File: src/inc/lbus_consts.vh
`ifndef LBUS_CONSTS_VH
`define LBUS_CONSTS_VH

// register byte offsets (word aligned)
`define LB_OFS_CTRL 4'h0
`define LB_OFS_STATUS 4'h4
`define LB_OFS_CFG 4'h8

// control register fields
`define LB_CTRL_START_BIT 0
`define LB_CTRL_CPC_LSB 4
`define LB_CTRL_CPC_MSB 5
`define LB_CTRL_NCOL_LSB 8
`define LB_CTRL_NCOL_MSB 11

// control reset values
`define LB_CPC_RST 2'h1
`define LB_NCOL_RST 4'h0

// status register fields
`define LB_ST_BUSY_BIT 0
`define LB_ST_RDY3_BIT 1
`define LB_ST_RETRY_BIT 2
`define LB_ST_FAULT_BIT 3
`define LB_ST_RDY6_BIT 4
`define LB_ST_SELFBOOT_BIT 5
`define LB_ST_BIGEND_BIT 6
`define LB_ST_SHORTRST_BIT 7
`define LB_ST_STATE_LSB 8
`define LB_ST_STATE_MSB 11

// config capture width
`define LB_CFG_W 13

// timing counts in half-cycles (one input clock period each)
`define LB_RESET_MIN_HALF 4'h6
`define LB_STRAP_SETUP_HALF 4'h4

`endif

File: src/core/local_bus_cycle_input_sampling.v
`timescale 1ns/1ps
`include "lbus_consts.vh"

// Functional notes
// - bus clock period is twice input clock
// - half-cycle equals one input clock period
// - every access state starts on falling edge
// - host request low at release selects self-bootstrap
// - timing select low at release selects big-endian
// - configuration sampled once per row in state two
// - configuration captured on bus clock rising edge
// - ready, retry, fault sampled entering row three
// - completion inputs captured on bus clock falling edge
// - ready also sampled at row six, columns
// - retry sampled every falling edge after row three
module local_bus_cycle_input_sampling (
    // system clock and reset
    input wire clock_i,
    input wire sys_rst_i,
    // avalon-mm register slave
    input wire [3:0] avs_address_i,
    input wire avs_read_i,
    input wire avs_write_i,
    input wire [31:0] avs_writedata_i,
    input wire [3:0] avs_byteenable_i,
    output reg [31:0] avs_readdata_o,
    output reg avs_waitrequest_o,
    // clock and reset pins
    input wire input_clock_i,
    input wire reset_n_i,
    output reg bus_output_clock_o,
    // reset straps
    input wire host_request_strap_n_i,
    input wire user_timing_select_i,
    // cycle configuration inputs
    input wire [2:0] addr_shift_select_i,
    input wire [1:0] bus_width_select_i,
    input wire [2:0] cycle_kind_select_i,
    input wire [3:0] page_extent_select_i,
    // cycle completion inputs
    input wire ready_i,
    input wire retry_i,
    input wire fault_i,
    // captured modes and access state
    output reg self_boot_o,
    output reg big_endian_o,
    output reg access_busy_o
);

    // access sequencer states
    localparam ST_IDLE = 4'h0;
    localparam ST_ROW1 = 4'h1;
    localparam ST_ROW2 = 4'h2;
    localparam ST_ROW3 = 4'h3;
    localparam ST_ROW4 = 4'h4;
    localparam ST_ROW5 = 4'h5;
    localparam ST_ROW6 = 4'h6;
    localparam ST_COL = 4'h7;

    // synchronised pins
    wire [18:0] pin_sync;
    wire in_clk_s;
    wire rst_n_s;
    wire boot_req_n_s;
    wire [`LB_CFG_W-1:0] cfg_s;
    wire ready_s;
    wire retry_s;
    wire fault_s;

    // every outside pin passes two flip-flops before use
    sync2 #(
        .W(19)
    ) u_pin_sync (
        .clock_i(clock_i),
        .sys_rst_i(sys_rst_i),
        .d_i({input_clock_i, reset_n_i, host_request_strap_n_i, user_timing_select_i,
              page_extent_select_i, cycle_kind_select_i, bus_width_select_i,
              addr_shift_select_i, ready_i, retry_i, fault_i}),
        .q_o(pin_sync)
    );

    assign in_clk_s = pin_sync[18];
    assign rst_n_s = pin_sync[17];
    assign boot_req_n_s = pin_sync[16];
    assign cfg_s = pin_sync[15:3];
    assign ready_s = pin_sync[2];
    assign retry_s = pin_sync[1];
    assign fault_s = pin_sync[0];

    // edge finding on the sampled input clock and reset pin
    reg in_clk_d_r;
    reg rst_n_d_r;
    wire half_tick;
    wire rst_release;
    wire dev_rst;

    always @(posedge clock_i)
    begin
        if (sys_rst_i)
        begin
            in_clk_d_r <= 1'b0;
            rst_n_d_r <= 1'b0;
        end
        else
        begin
            in_clk_d_r <= in_clk_s;
            rst_n_d_r <= rst_n_s;
        end
    end

    // one half-cycle per input clock rise
    assign half_tick = in_clk_s & ~in_clk_d_r;
    assign rst_release = rst_n_s & ~rst_n_d_r;
    assign dev_rst = sys_rst_i | ~rst_n_s;

    // bus clock edges as seen before the toggle
    wire clko_fall = half_tick & bus_output_clock_o;
    wire clko_rise = half_tick & ~bus_output_clock_o;

    // toggle register, held low in reset
    // toggling on each half-cycle doubles the period
    always @(posedge clock_i)
    begin
        if (dev_rst)
            bus_output_clock_o <= 1'b0;
        else if (half_tick)
            bus_output_clock_o <= ~bus_output_clock_o;
    end

    // reset pulse width check; a short pulse is flagged, not rejected
    reg [3:0] rst_half_r;
    reg short_rst_r;
    always @(posedge clock_i)
    begin
        if (sys_rst_i)
        begin
            rst_half_r <= 4'h0;
            short_rst_r <= 1'b0;
        end
        else if (rst_n_s)
        begin
            rst_half_r <= 4'h0;
            if (rst_release)
                short_rst_r <= (rst_half_r < `LB_RESET_MIN_HALF);
        end
        else if (half_tick && rst_half_r != 4'hf)
            rst_half_r <= rst_half_r + 4'h1;
    end

    // straps are caught by a clocked process at the release, never by reset
    always @(posedge clock_i)
    begin
        if (sys_rst_i)
        begin
            self_boot_o <= 1'b0;
            big_endian_o <= 1'b0;
        end
        else if (rst_release)
        begin
            self_boot_o <= ~boot_req_n_s;
            big_endian_o <= ~cfg_s[12];
        end
    end

    // control fields written by software, sequencer state and column counters
    reg [1:0] cpc_r;
    reg [3:0] ncol_r;
    reg start_pend_r;
    reg [3:0] state_r;
    reg [3:0] state_nxt;
    reg [3:0] col_left_r;
    reg [1:0] col_cyc_r;

    // sampled completion flags
    reg rdy3_r;
    reg rdy6_r;
    reg retry_r;
    reg fault_r;

    wire bus_acc = (avs_read_i | avs_write_i) & avs_waitrequest_o;
    wire wr_take = avs_write_i & ~avs_waitrequest_o;
    wire ctrl_wr = wr_take & (avs_address_i == `LB_OFS_CTRL);
    wire start_req = ctrl_wr & avs_byteenable_i[0] & avs_writedata_i[`LB_CTRL_START_BIT];
    wire take_start = clko_fall & (state_r == ST_IDLE) & start_pend_r;
    wire slow_col = (cpc_r >= 2'h2);
    wire col_end = (col_cyc_r + 2'h1 >= cpc_r);

    wire [`LB_CFG_W-1:0] cfg_q;

    // configuration taken on the rising bus clock edge
    // only while the row is in state two
    capture_reg #(
        .W(`LB_CFG_W)
    ) u_cfg_cap (
        .clock_i(clock_i),
        .sys_rst_i(dev_rst),
        .load_i(clko_rise & (state_r == ST_ROW2)),
        .d_i(cfg_s),
        .q_o(cfg_q)
    );

    // control register and start request; the set wins over the take
    always @(posedge clock_i)
    begin
        if (dev_rst)
        begin
            cpc_r <= `LB_CPC_RST;
            ncol_r <= `LB_NCOL_RST;
            start_pend_r <= 1'b0;
        end
        else
        begin
            if (ctrl_wr && avs_byteenable_i[0])
                cpc_r <= avs_writedata_i[`LB_CTRL_CPC_MSB:`LB_CTRL_CPC_LSB];
            if (ctrl_wr && avs_byteenable_i[1])
                ncol_r <= avs_writedata_i[`LB_CTRL_NCOL_MSB:`LB_CTRL_NCOL_LSB];
            start_pend_r <= (start_pend_r & ~take_start) | start_req;
        end
    end

    // next state, advanced only on falling bus clock edges
    always @*
    begin
        state_nxt = state_r;
        case (state_r)
            ST_IDLE: if (start_pend_r) state_nxt = ST_ROW1;
            ST_ROW1: state_nxt = ST_ROW2;
            ST_ROW2: state_nxt = ST_ROW3;
            ST_ROW3: state_nxt = ST_ROW4;
            ST_ROW4: state_nxt = ST_ROW5;
            ST_ROW5: state_nxt = ST_ROW6;
            ST_ROW6: state_nxt = (ncol_r == 4'h0) ? ST_IDLE : ST_COL;
            ST_COL:
            begin
                if (col_end && (!slow_col || ready_s) && col_left_r == 4'h1)
                    state_nxt = ST_IDLE;
            end
            default: state_nxt = ST_IDLE;
        endcase
        // a retry after row three abandons the access
        if (state_r >= ST_ROW3 && retry_s)
            state_nxt = ST_IDLE;
        // a retry at entry to row three abandons it too
        if (state_r == ST_ROW2 && retry_s)
            state_nxt = ST_IDLE;
    end

    // states change only on the falling bus clock edge
    always @(posedge clock_i)
    begin
        if (dev_rst)
        begin
            state_r <= ST_IDLE;
            col_left_r <= 4'h0;
            col_cyc_r <= 2'h0;
        end
        else if (clko_fall)
        begin
            state_r <= state_nxt;
            if (state_r == ST_ROW6)
            begin
                col_left_r <= ncol_r;
                col_cyc_r <= 2'h0;
            end
            else if (state_r == ST_COL)
            begin
                // slow columns wait while ready is low
                if (!col_end)
                    col_cyc_r <= col_cyc_r + 2'h1;
                else if (!slow_col || ready_s)
                begin
                    col_cyc_r <= 2'h0;
                    col_left_r <= col_left_r - 4'h1;
                end
            end
        end
    end

    // completion flags; a new access clears them, the clear wins over hardware sets
    always @(posedge clock_i)
    begin
        if (dev_rst)
        begin
            rdy3_r <= 1'b0;
            rdy6_r <= 1'b0;
            retry_r <= 1'b0;
            fault_r <= 1'b0;
        end
        else if (take_start)
        begin
            rdy3_r <= 1'b0;
            rdy6_r <= 1'b0;
            retry_r <= 1'b0;
            fault_r <= 1'b0;
        end
        else if (clko_fall)
        begin
            // completion inputs taken on the falling edge
            if (state_r == ST_ROW2)
            begin
                rdy3_r <= ready_s;
                fault_r <= fault_s;
            end
            if (state_r == ST_ROW5)
                rdy6_r <= ready_s;
            // retry watched from row three onward
            if (state_r >= ST_ROW2 && retry_s)
                retry_r <= 1'b1;
        end
    end

    // busy output follows the sequencer; it moves only with the state,
    // so it never rises ahead of the falling bus clock edge
    // busy changes with the state on the fall
    always @(posedge clock_i)
    begin
        if (dev_rst)
            access_busy_o <= 1'b0;
        else if (clko_fall)
            access_busy_o <= (state_nxt != ST_IDLE);
        else
            access_busy_o <= (state_r != ST_IDLE);
    end

    // avalon answer one cycle after the request, then waitrequest rises again
    always @(posedge clock_i)
    begin
        if (sys_rst_i)
        begin
            avs_waitrequest_o <= 1'b1;
            avs_readdata_o <= 32'h0000_0000;
        end
        else
        begin
            avs_waitrequest_o <= ~bus_acc;
            if (bus_acc && avs_read_i)
            begin
                case (avs_address_i)
                    `LB_OFS_CTRL:
                        avs_readdata_o <= {20'h0_0000, ncol_r, 2'h0, cpc_r, 3'h0,
                                           start_pend_r};
                    `LB_OFS_STATUS:
                        avs_readdata_o <= {20'h0_0000, state_r, short_rst_r, big_endian_o,
                                           self_boot_o, rdy6_r, fault_r, retry_r, rdy3_r,
                                           access_busy_o};
                    `LB_OFS_CFG:
                        avs_readdata_o <= {19'h0_0000, cfg_q};
                    default: avs_readdata_o <= 32'h0000_0000;
                endcase
            end
        end
    end

endmodule // local_bus_cycle_input_sampling

File: src/core/sync2.v
`timescale 1ns/1ps

// two-stage synchroniser for pins arriving from outside the clock domain
module sync2 #(
    parameter W = 1
) (
    // clock and reset
    input wire clock_i,
    input wire sys_rst_i,
    // data
    input wire [W-1:0] d_i,
    output reg [W-1:0] q_o
);

    reg [W-1:0] meta_r;

    // first stage feeds only the second stage
    always @(posedge clock_i)
    begin
        if (sys_rst_i)
        begin
            meta_r <= {W{1'b0}};
            q_o <= {W{1'b0}};
        end
        else
        begin
            meta_r <= d_i;
            q_o <= meta_r;
        end
    end

endmodule // sync2

File: src/core/capture_reg.v
`timescale 1ns/1ps

// load-enabled capture register for sampled bus inputs
module capture_reg #(
    parameter W = 1
) (
    // clock and reset
    input wire clock_i,
    input wire sys_rst_i,
    // capture control
    input wire load_i,
    input wire [W-1:0] d_i,
    output reg [W-1:0] q_o
);

    // hold value between sampling points
    always @(posedge clock_i)
    begin
        if (sys_rst_i)
            q_o <= {W{1'b0}};
        else if (load_i)
            q_o <= d_i;
    end

endmodule // capture_reg

File: config.mk
export PLATFORM = sky130hd
export DESIGN_NAME = local_bus_cycle_input_sampling
export DESIGN_NICKNAME = d
export VERILOG_FILES = /design/src/core/local_bus_cycle_input_sampling.v /design/src/core/sync2.v /design/src/core/capture_reg.v
export VERILOG_INCLUDE_DIRS = /design/src /design/src/inc
export SDC_FILE = /design/constraint.sdc
export NUM_CORES = 1
export LEC_CHECK = 0
export BUFFER_PORTS_ARGS = -buffer_cell sky130_fd_sc_hd__buf_2
export CAP_MARGIN = 10
export CORE_MARGIN = 10
export CORE_UTILIZATION = 50
export CTS_BUF_LIST = sky130_fd_sc_hd__clkbuf_4 sky130_fd_sc_hd__clkbuf_8
export DETAILED_ROUTE_END_ITERATION = 10
export GPL_TIMING_DRIVEN = 0
export PLACE_DENSITY = 0.76
export SLEW_MARGIN = 40
export SYNTH_ARGS = -nofsm -noshare
export SYNTH_HDL_FRONTEND = slang
export SYNTH_SLANG_ARGS = --single-unit
File: constraint.sdc
create_clock -name clock_i -period 1.9 [get_ports clock_i]
set_input_delay 0.475 -clock clock_i [delete_from_list [all_inputs] [get_ports clock_i]]
set_output_delay 0.475 -clock clock_i [all_outputs]
set_load 0.02 [all_outputs]
Yosys cells after proc, flatten, opt, wreduce, memory -nomap -nowiden
Cells that the tools add are included.

word-level totals
  register bits = 116
  output and inout bits = 37
  word-level logic and storage cells = 111
  input bits = 63

cells by class
  muxes and demuxes = 16
  eq/ne operators = 12
  $add $sub $neg = 3
  reductions and logical operators = 27
  bitwise logic cells = 25
  $lt $le $gt $ge = 5

operators by type and width
  kind                                                                                  count
  13-bit case mux with 3 select lines                                                   1
  4-bit two-way mux                                                                     8
  4-bit case mux with 8 select lines                                                    1
  4-bit by 3-bit == test with 1-bit output (second input constant)                      5
  1-bit AND                                                                             13
  4-bit zero test                                                                       3
  1-bit logical AND                                                                     9
  1-bit NOT                                                                             9
  4-bit by 1-bit == test with 1-bit output (second input constant)                      2
  4-bit by 2-bit == test with 1-bit output (second input constant)                      2
  4-bit by 2-bit greater-or-equal comparator with 1-bit output (second input constant)  2
  2-bit two-way mux                                                                     4
  2-bit AND reduction                                                                   4
  4-bit nonzero test                                                                    2
  2-bit nonzero test                                                                    3
  4-bit by 1-bit adder with 4-bit output (second input constant)                        1
  4-bit == test (second input constant)                                                 1
  4-bit by 3-bit less-than comparator with 1-bit output (second input constant)         1
  4-bit != test (second input constant)                                                 1
  4-bit AND reduction                                                                   1
  2-bit OR reduction                                                                    2
  4-bit by 1-bit subtractor with 4-bit output (second input constant)                   1
  3-bit two-way mux                                                                     1
  3-bit by 1-bit != test with 1-bit output (second input constant)                      1
  8 further kinds                                                                       10

Logic depth before layout (Yosys ltp)
  word-level depth = 11
  depth in mapped cells = 6
  mapped depth without buffers = 6

By module
A second synthesis with hierarchy kept.

second synthesis, totals
  cells, all modules = 410
  area, all modules = 4191.5 µm²

modules (own cells, without submodules)
  module                          cells an instance  sequential area each (µm²)  instances  area each (µm²)
  local_bus_cycle_input_sampling  288                920.9                       1          2504.9
  sync2                           80                 760.7                       1          1212.4
  capture_reg                     42                 260.2                       1          474.2

Least setup slack after synthesis
Ideal clock, no wire load.

  path kind = reg2reg
  start = register col_cyc_r[1]
  end = register col_left_r[1]
  arrival time = 1680 ps
  library setup time = 72 ps
  clock period less this slack = 1751 ps
  slack = 149 ps
  buffers on the path = 0
  data required time = 1828 ps
  stages on the path, launching flop included = 7
  path through = dfxtp_1 -> xor2_1 -> ha_1 -> or2_2 -> a31oi_1 -> nand2b_2 -> mux2i_1

on the way
  longest elaborated chain between the ends = 4

RTL lines
  element                                 RTL line                              text
  start, declared                         local_bus_cycle_input_sampling.v:172  reg [1:0] col_cyc_r;
  start signal, assigned                  local_bus_cycle_input_sampling.v:269  col_cyc_r <= col_cyc_r + 2'h1;
  2-bit by 1-bit adder with 2-bit output  local_bus_cycle_input_sampling.v:186  wire col_end = (col_cyc_r + 2'h1 >= cpc_r);
  2-bit greater-or-equal comparator       local_bus_cycle_input_sampling.v:186
  2-bit nonzero test (no line)            -
  4-bit AND reduction (no line)           -
  end signal, assigned                    local_bus_cycle_input_sampling.v:262  col_left_r <= ncol_r;
  end signal, assigned                    local_bus_cycle_input_sampling.v:273  col_left_r <= col_left_r - 4'h1;
  end, declared                           local_bus_cycle_input_sampling.v:171  reg [3:0] col_left_r;

Every way passes these cells.
A chain may end at the register's enable or synchronous reset.

Worst setup path in the final report
  start = register col_cyc_r[0]
  end = register col_left_r[1]

Same word-level chain as after synthesis.

==> results.rst <==
.. list-table::
   :header-rows: 1

   * - Metric
     - Value
   * - Min-Delay Path Class
     - primary input to flip-flop
   * - Endpoint kind of the worst setup timing path
     - flip-flop
   * - Number of flops mapped to enable cells by yosys
     - 0
   * - Max-cap violation count
     - 0
   * - Pwr Total
     - 3.66 mW
   * - Largest driver fanout on the critical path
     - 4
   * - Number of instances on the worst hold path
     - 2
   * - Met3 usage in global routing
     - 4.52%
   * - Leak pwr
     - 1.94 nW
   * - Cts bufs inserted
     - 9
   * - Clock tree from TritonCTS
     - done
   * - Ys flop type
     - dfxtp_1
   * - Fraction of final layout cells with drive strength greater than 1
     - 23.9%
   * - Worst max-slew margin expressed relative to the limit
     - 56.9%
   * - Setup crit start kind
     - flip-flop
   * - Net count, final
     - 558
   * - DR iter-0 viols
     - 161
   * - Peak ir drop on the vdd network
     - 0.000596 V
   * - Least setup slack across all paths after layout
     - 65.2 ps
   * - Synthesized area per cell
     - 9.61 um^2
   * - Setup repair bufs after CTS
     - 0
   * - Number of vias per cell after detailed routing
     - 5.30
   * - Diode insertion count for antenna repair
     - 0
   * - Power density normalized to cell area
     - 795 nW/um^2
   * - Run status
     - completed
   * - Vias in the first global route
     - 3130
   * - Die X
     - 109 um
   * - DRC
     - 0
   * - Clock transition at path regs
     - 100 ps
   * - WL per Instance
     - 15.8 um
   * - Cell at the root of the clock tree
     - clkbuf_8
   * - Clock insertion delay at the later pin of the skew report
     - 360 ps
   * - Overall die height
     - 109 um
   * - Number of library cell types mapped by synthesis
     - 56
   * - Port Buffer Count
     - 53
   * - Final setup viols
     - 0
   * - Global routing met1 resource utilization
     - 18.3%
   * - Data required time of the worst path
     - 2200 ps
   * - Max Slew Vio Count
     - 0
   * - Post-synthesis instance area
     - 3920 um^2
   * - Worst clock skew
     - 11.4 ps
   * - Most frequent cells in the layout
     - dfxtp_1 (94), buf_2 (60), nor2b_1 (42), nor2_1 (33), nand2_1 (29)
   * - Most used routing layer
     - met2
   * - Tmin final
     - 1830 ps
   * - Proportion of synthesized chip area in sequential cells
     - 49.5%
   * - Worst-case setup slack after placement
     - -51.6 ps
   * - Remaining global-route overflow
     - 0
   * - Maximum clock frequency
     - 545 MHz
   * - Area overhead of the layout relative to synthesis
     - 17.5%
   * - Total via count after detailed routing
     - 3161
   * - Largest net degree at the start of global routing
     - 17
   * - Ratio of final minimum period to clock period
     - 96.6%
   * - IO Count
     - 100
   * - Cell types occupying the most area after synthesis
     - dfxtp_1 (50%), nor2b_1 (6.7%), mux2i_1 (4.6%)
   * - Most common cell after layout, fill and taps aside
     - dfxtp_1
   * - TritonRoute pass-1 iters
     - 7
   * - DPL Wire Length
     - 7.07 mm
   * - GRT met2 Usage
     - 28.7%
   * - Die Footprint
     - 11800 um^2
   * - Transition time at the pin with the least slew margin
     - 640 ps
   * - Buffer levels on the longest clock path
     - 2
   * - CP arrival
     - 2130 ps
   * - Effective utilization at floorplan
     - 51.0%
   * - Share of synthesized flip-flops with an asynchronous set or reset
     - 0%
   * - Last weighted congestion value of the routability-driven placer
     - 0.853
   * - Minimum hold slack
     - 319 ps
   * - Site row count
     - 32
   * - Flops & latches, synth
     - 97
   * - Number of sinks driven by the clock tree
     - 97
   * - Synth warn
     - 0
   * - Number of H-tree levels
     - 3
   * - Post-synthesis cell type with the largest combined area
     - dfxtp_1
   * - Residual antenna-violating net count after detailed routing
     - 0
   * - Global-route wire length before repair
     - 15.2 mm
   * - Depth of the most critical reg-to-reg path
     - 6
   * - Standard cell core area
     - 7690 um^2
   * - Number of hold violations in the final report
     - 0
   * - Area fraction of the dominant cell type after synthesis
     - 49.5%
   * - Total Wirelength
     - 9.41 mm
   * - Syn Inst Count
     - 408
   * - CTS hold repair buffers
     - 0
   * - Critical setup path kind
     - flip-flop to flip-flop
   * - Overall global routing resource usage
     - 15.9%
   * - Number of antenna violations at the first check in global routing
     - 0
==> stage by stage <==
| stage | util (%) | setup TNS, ps | std cells | area [um^2] |
|---|---|---|---|---|
| finish | 59.9 | 0 | 596 | 4610 |
| global route | 59.9 | -5.57 | 596 | 4610 |
| CTS | 59.7 | 0 | 596 | 4590 |
| detailed placement | 57.0 | -196 | 581 | 4380 |
| global placement | 57.0 | -81.6 | 581 | 4380 |
| floorplan | - | 0 | 426 | 3990 |
==> worst max-delay path: stages, from the launching register on <==
cell and delay [ps]:
dfxtp_2 380, xor2_1 160, ha_2 310, or2_2 340, a31oi_4 230, nand2b_4 200, mux2i_1 170
==> per-layer routing <==
layer	wire length (um)	vias to the layer above
met2	4870	97
met3	555	9
met4	65	0
met1	3910	1513
met5	0	-
li1	-	1542
==> report_power, final <==
group	switching, mW	total (mW)	internal [mW]
sequential	0.0203	2.10	2.08
combinational	0.127	0.222	0.0947
clock	0.710	1.34	0.633
total	0.858	3.66	2.80
==> state kept, by name, summed over array words and instances, names as in the netlist, 2 cells and up <==
register / count
u_pin_sync.meta_r: 19
u_pin_sync.q_o: 19
avs_readdata_o: 13
u_cfg_cap.q_o: 13
col_left_r: 4
ncol_r: 4
rst_half_r: 4
state_r: 4
col_cyc_r: 2
cpc_r: 2
==> cell families after synthesis <==
kind of cell / after synthesis / share of synthesized area [%]
AND/OR/NAND/NOR: 162 / 23.5
buffers and inverters: 49 / 7.40
multiplexers: 18 / 4.59
AO/OA/AOI/OAI: 71 / 12.2
flip-flops: 97 / 49.5
other: 1 / 0.0956
adder cells (fa/ha/maj): 5 / 1.60
XOR/XNOR: 5 / 1.12
==> final timing paths <==
kind                                          from                                to  slack, ps
setup / recovery         col_cyc_r[0]$_SDFFE_PP0P_        col_left_r[1]$_SDFFE_PP0P_         70
hold / removal             page_extent_select_i[3]  u_pin_sync.meta_r[14]$_SDFF_PP0_        320
setup reg to reg         col_cyc_r[0]$_SDFFE_PP0P_        col_left_r[1]$_SDFFE_PP0P_         70
hold reg to reg   u_pin_sync.meta_r[18]$_SDFF_PP0_     u_pin_sync.q_o[18]$_SDFF_PP0_        440
==> cell type report <==
| class | instances | area (um^2) |
|---|---|---|
| repair buffers | 53 | 265 |
| flip-flops and latches | 97 | 1950 |
| plain buffers | 41 | 260 |
| clock inverters | 5 | 63.8 |
| clock buffers | 10 | 131 |
| well taps | 102 | 128 |
| inverters | 8 | 30.0 |
| fillers | 684 | 3080 |
| multi-input cells | 280 | 1780 |
==> synthesized netlist by cell type, types with 2 or more instances <==
| cell | count |
|---|---|
| o311ai_0 | 2 |
| o21ai_1 | 9 |
| buf_6 | 2 |
| nor3b_1 | 2 |
| buf_2 | 7 |
| a32oi_1 | 2 |
| clkbuf_1 | 10 |
| ha_1 | 5 |
| xnor2_1 | 2 |
| inv_1 | 8 |
| dfxtp_1 | 97 |
| a31oi_1 | 4 |
| nor4b_2 | 2 |
| o31ai_1 | 3 |
| nor3_1 | 11 |
| nand4bb_1 | 2 |
| buf_4 | 22 |
| and2_1 | 3 |
| a22oi_1 | 6 |
| nor2_1 | 33 |
| o211ai_1 | 2 |
| a222oi_1 | 7 |
| a21oi_1 | 10 |
| nand4b_2 | 2 |
| xor2_1 | 3 |
| nand3_1 | 14 |
| mux2i_1 | 18 |
| nand2_1 | 29 |
| o41ai_1 | 2 |
| nor2b_1 | 42 |
| o21ai_0 | 17 |
| nor4_1 | 2 |
| nand2b_1 | 5 |
==> repair_timing <==
action | CTS | global route
hold endpoints to repair | 0 | 0
gates cloned | 0 | 0
pin swaps | 0 | 1
setup endpoints to repair | 4 | 7
resized for setup | 3 | 7
Power figures use the tool's default switching activity.
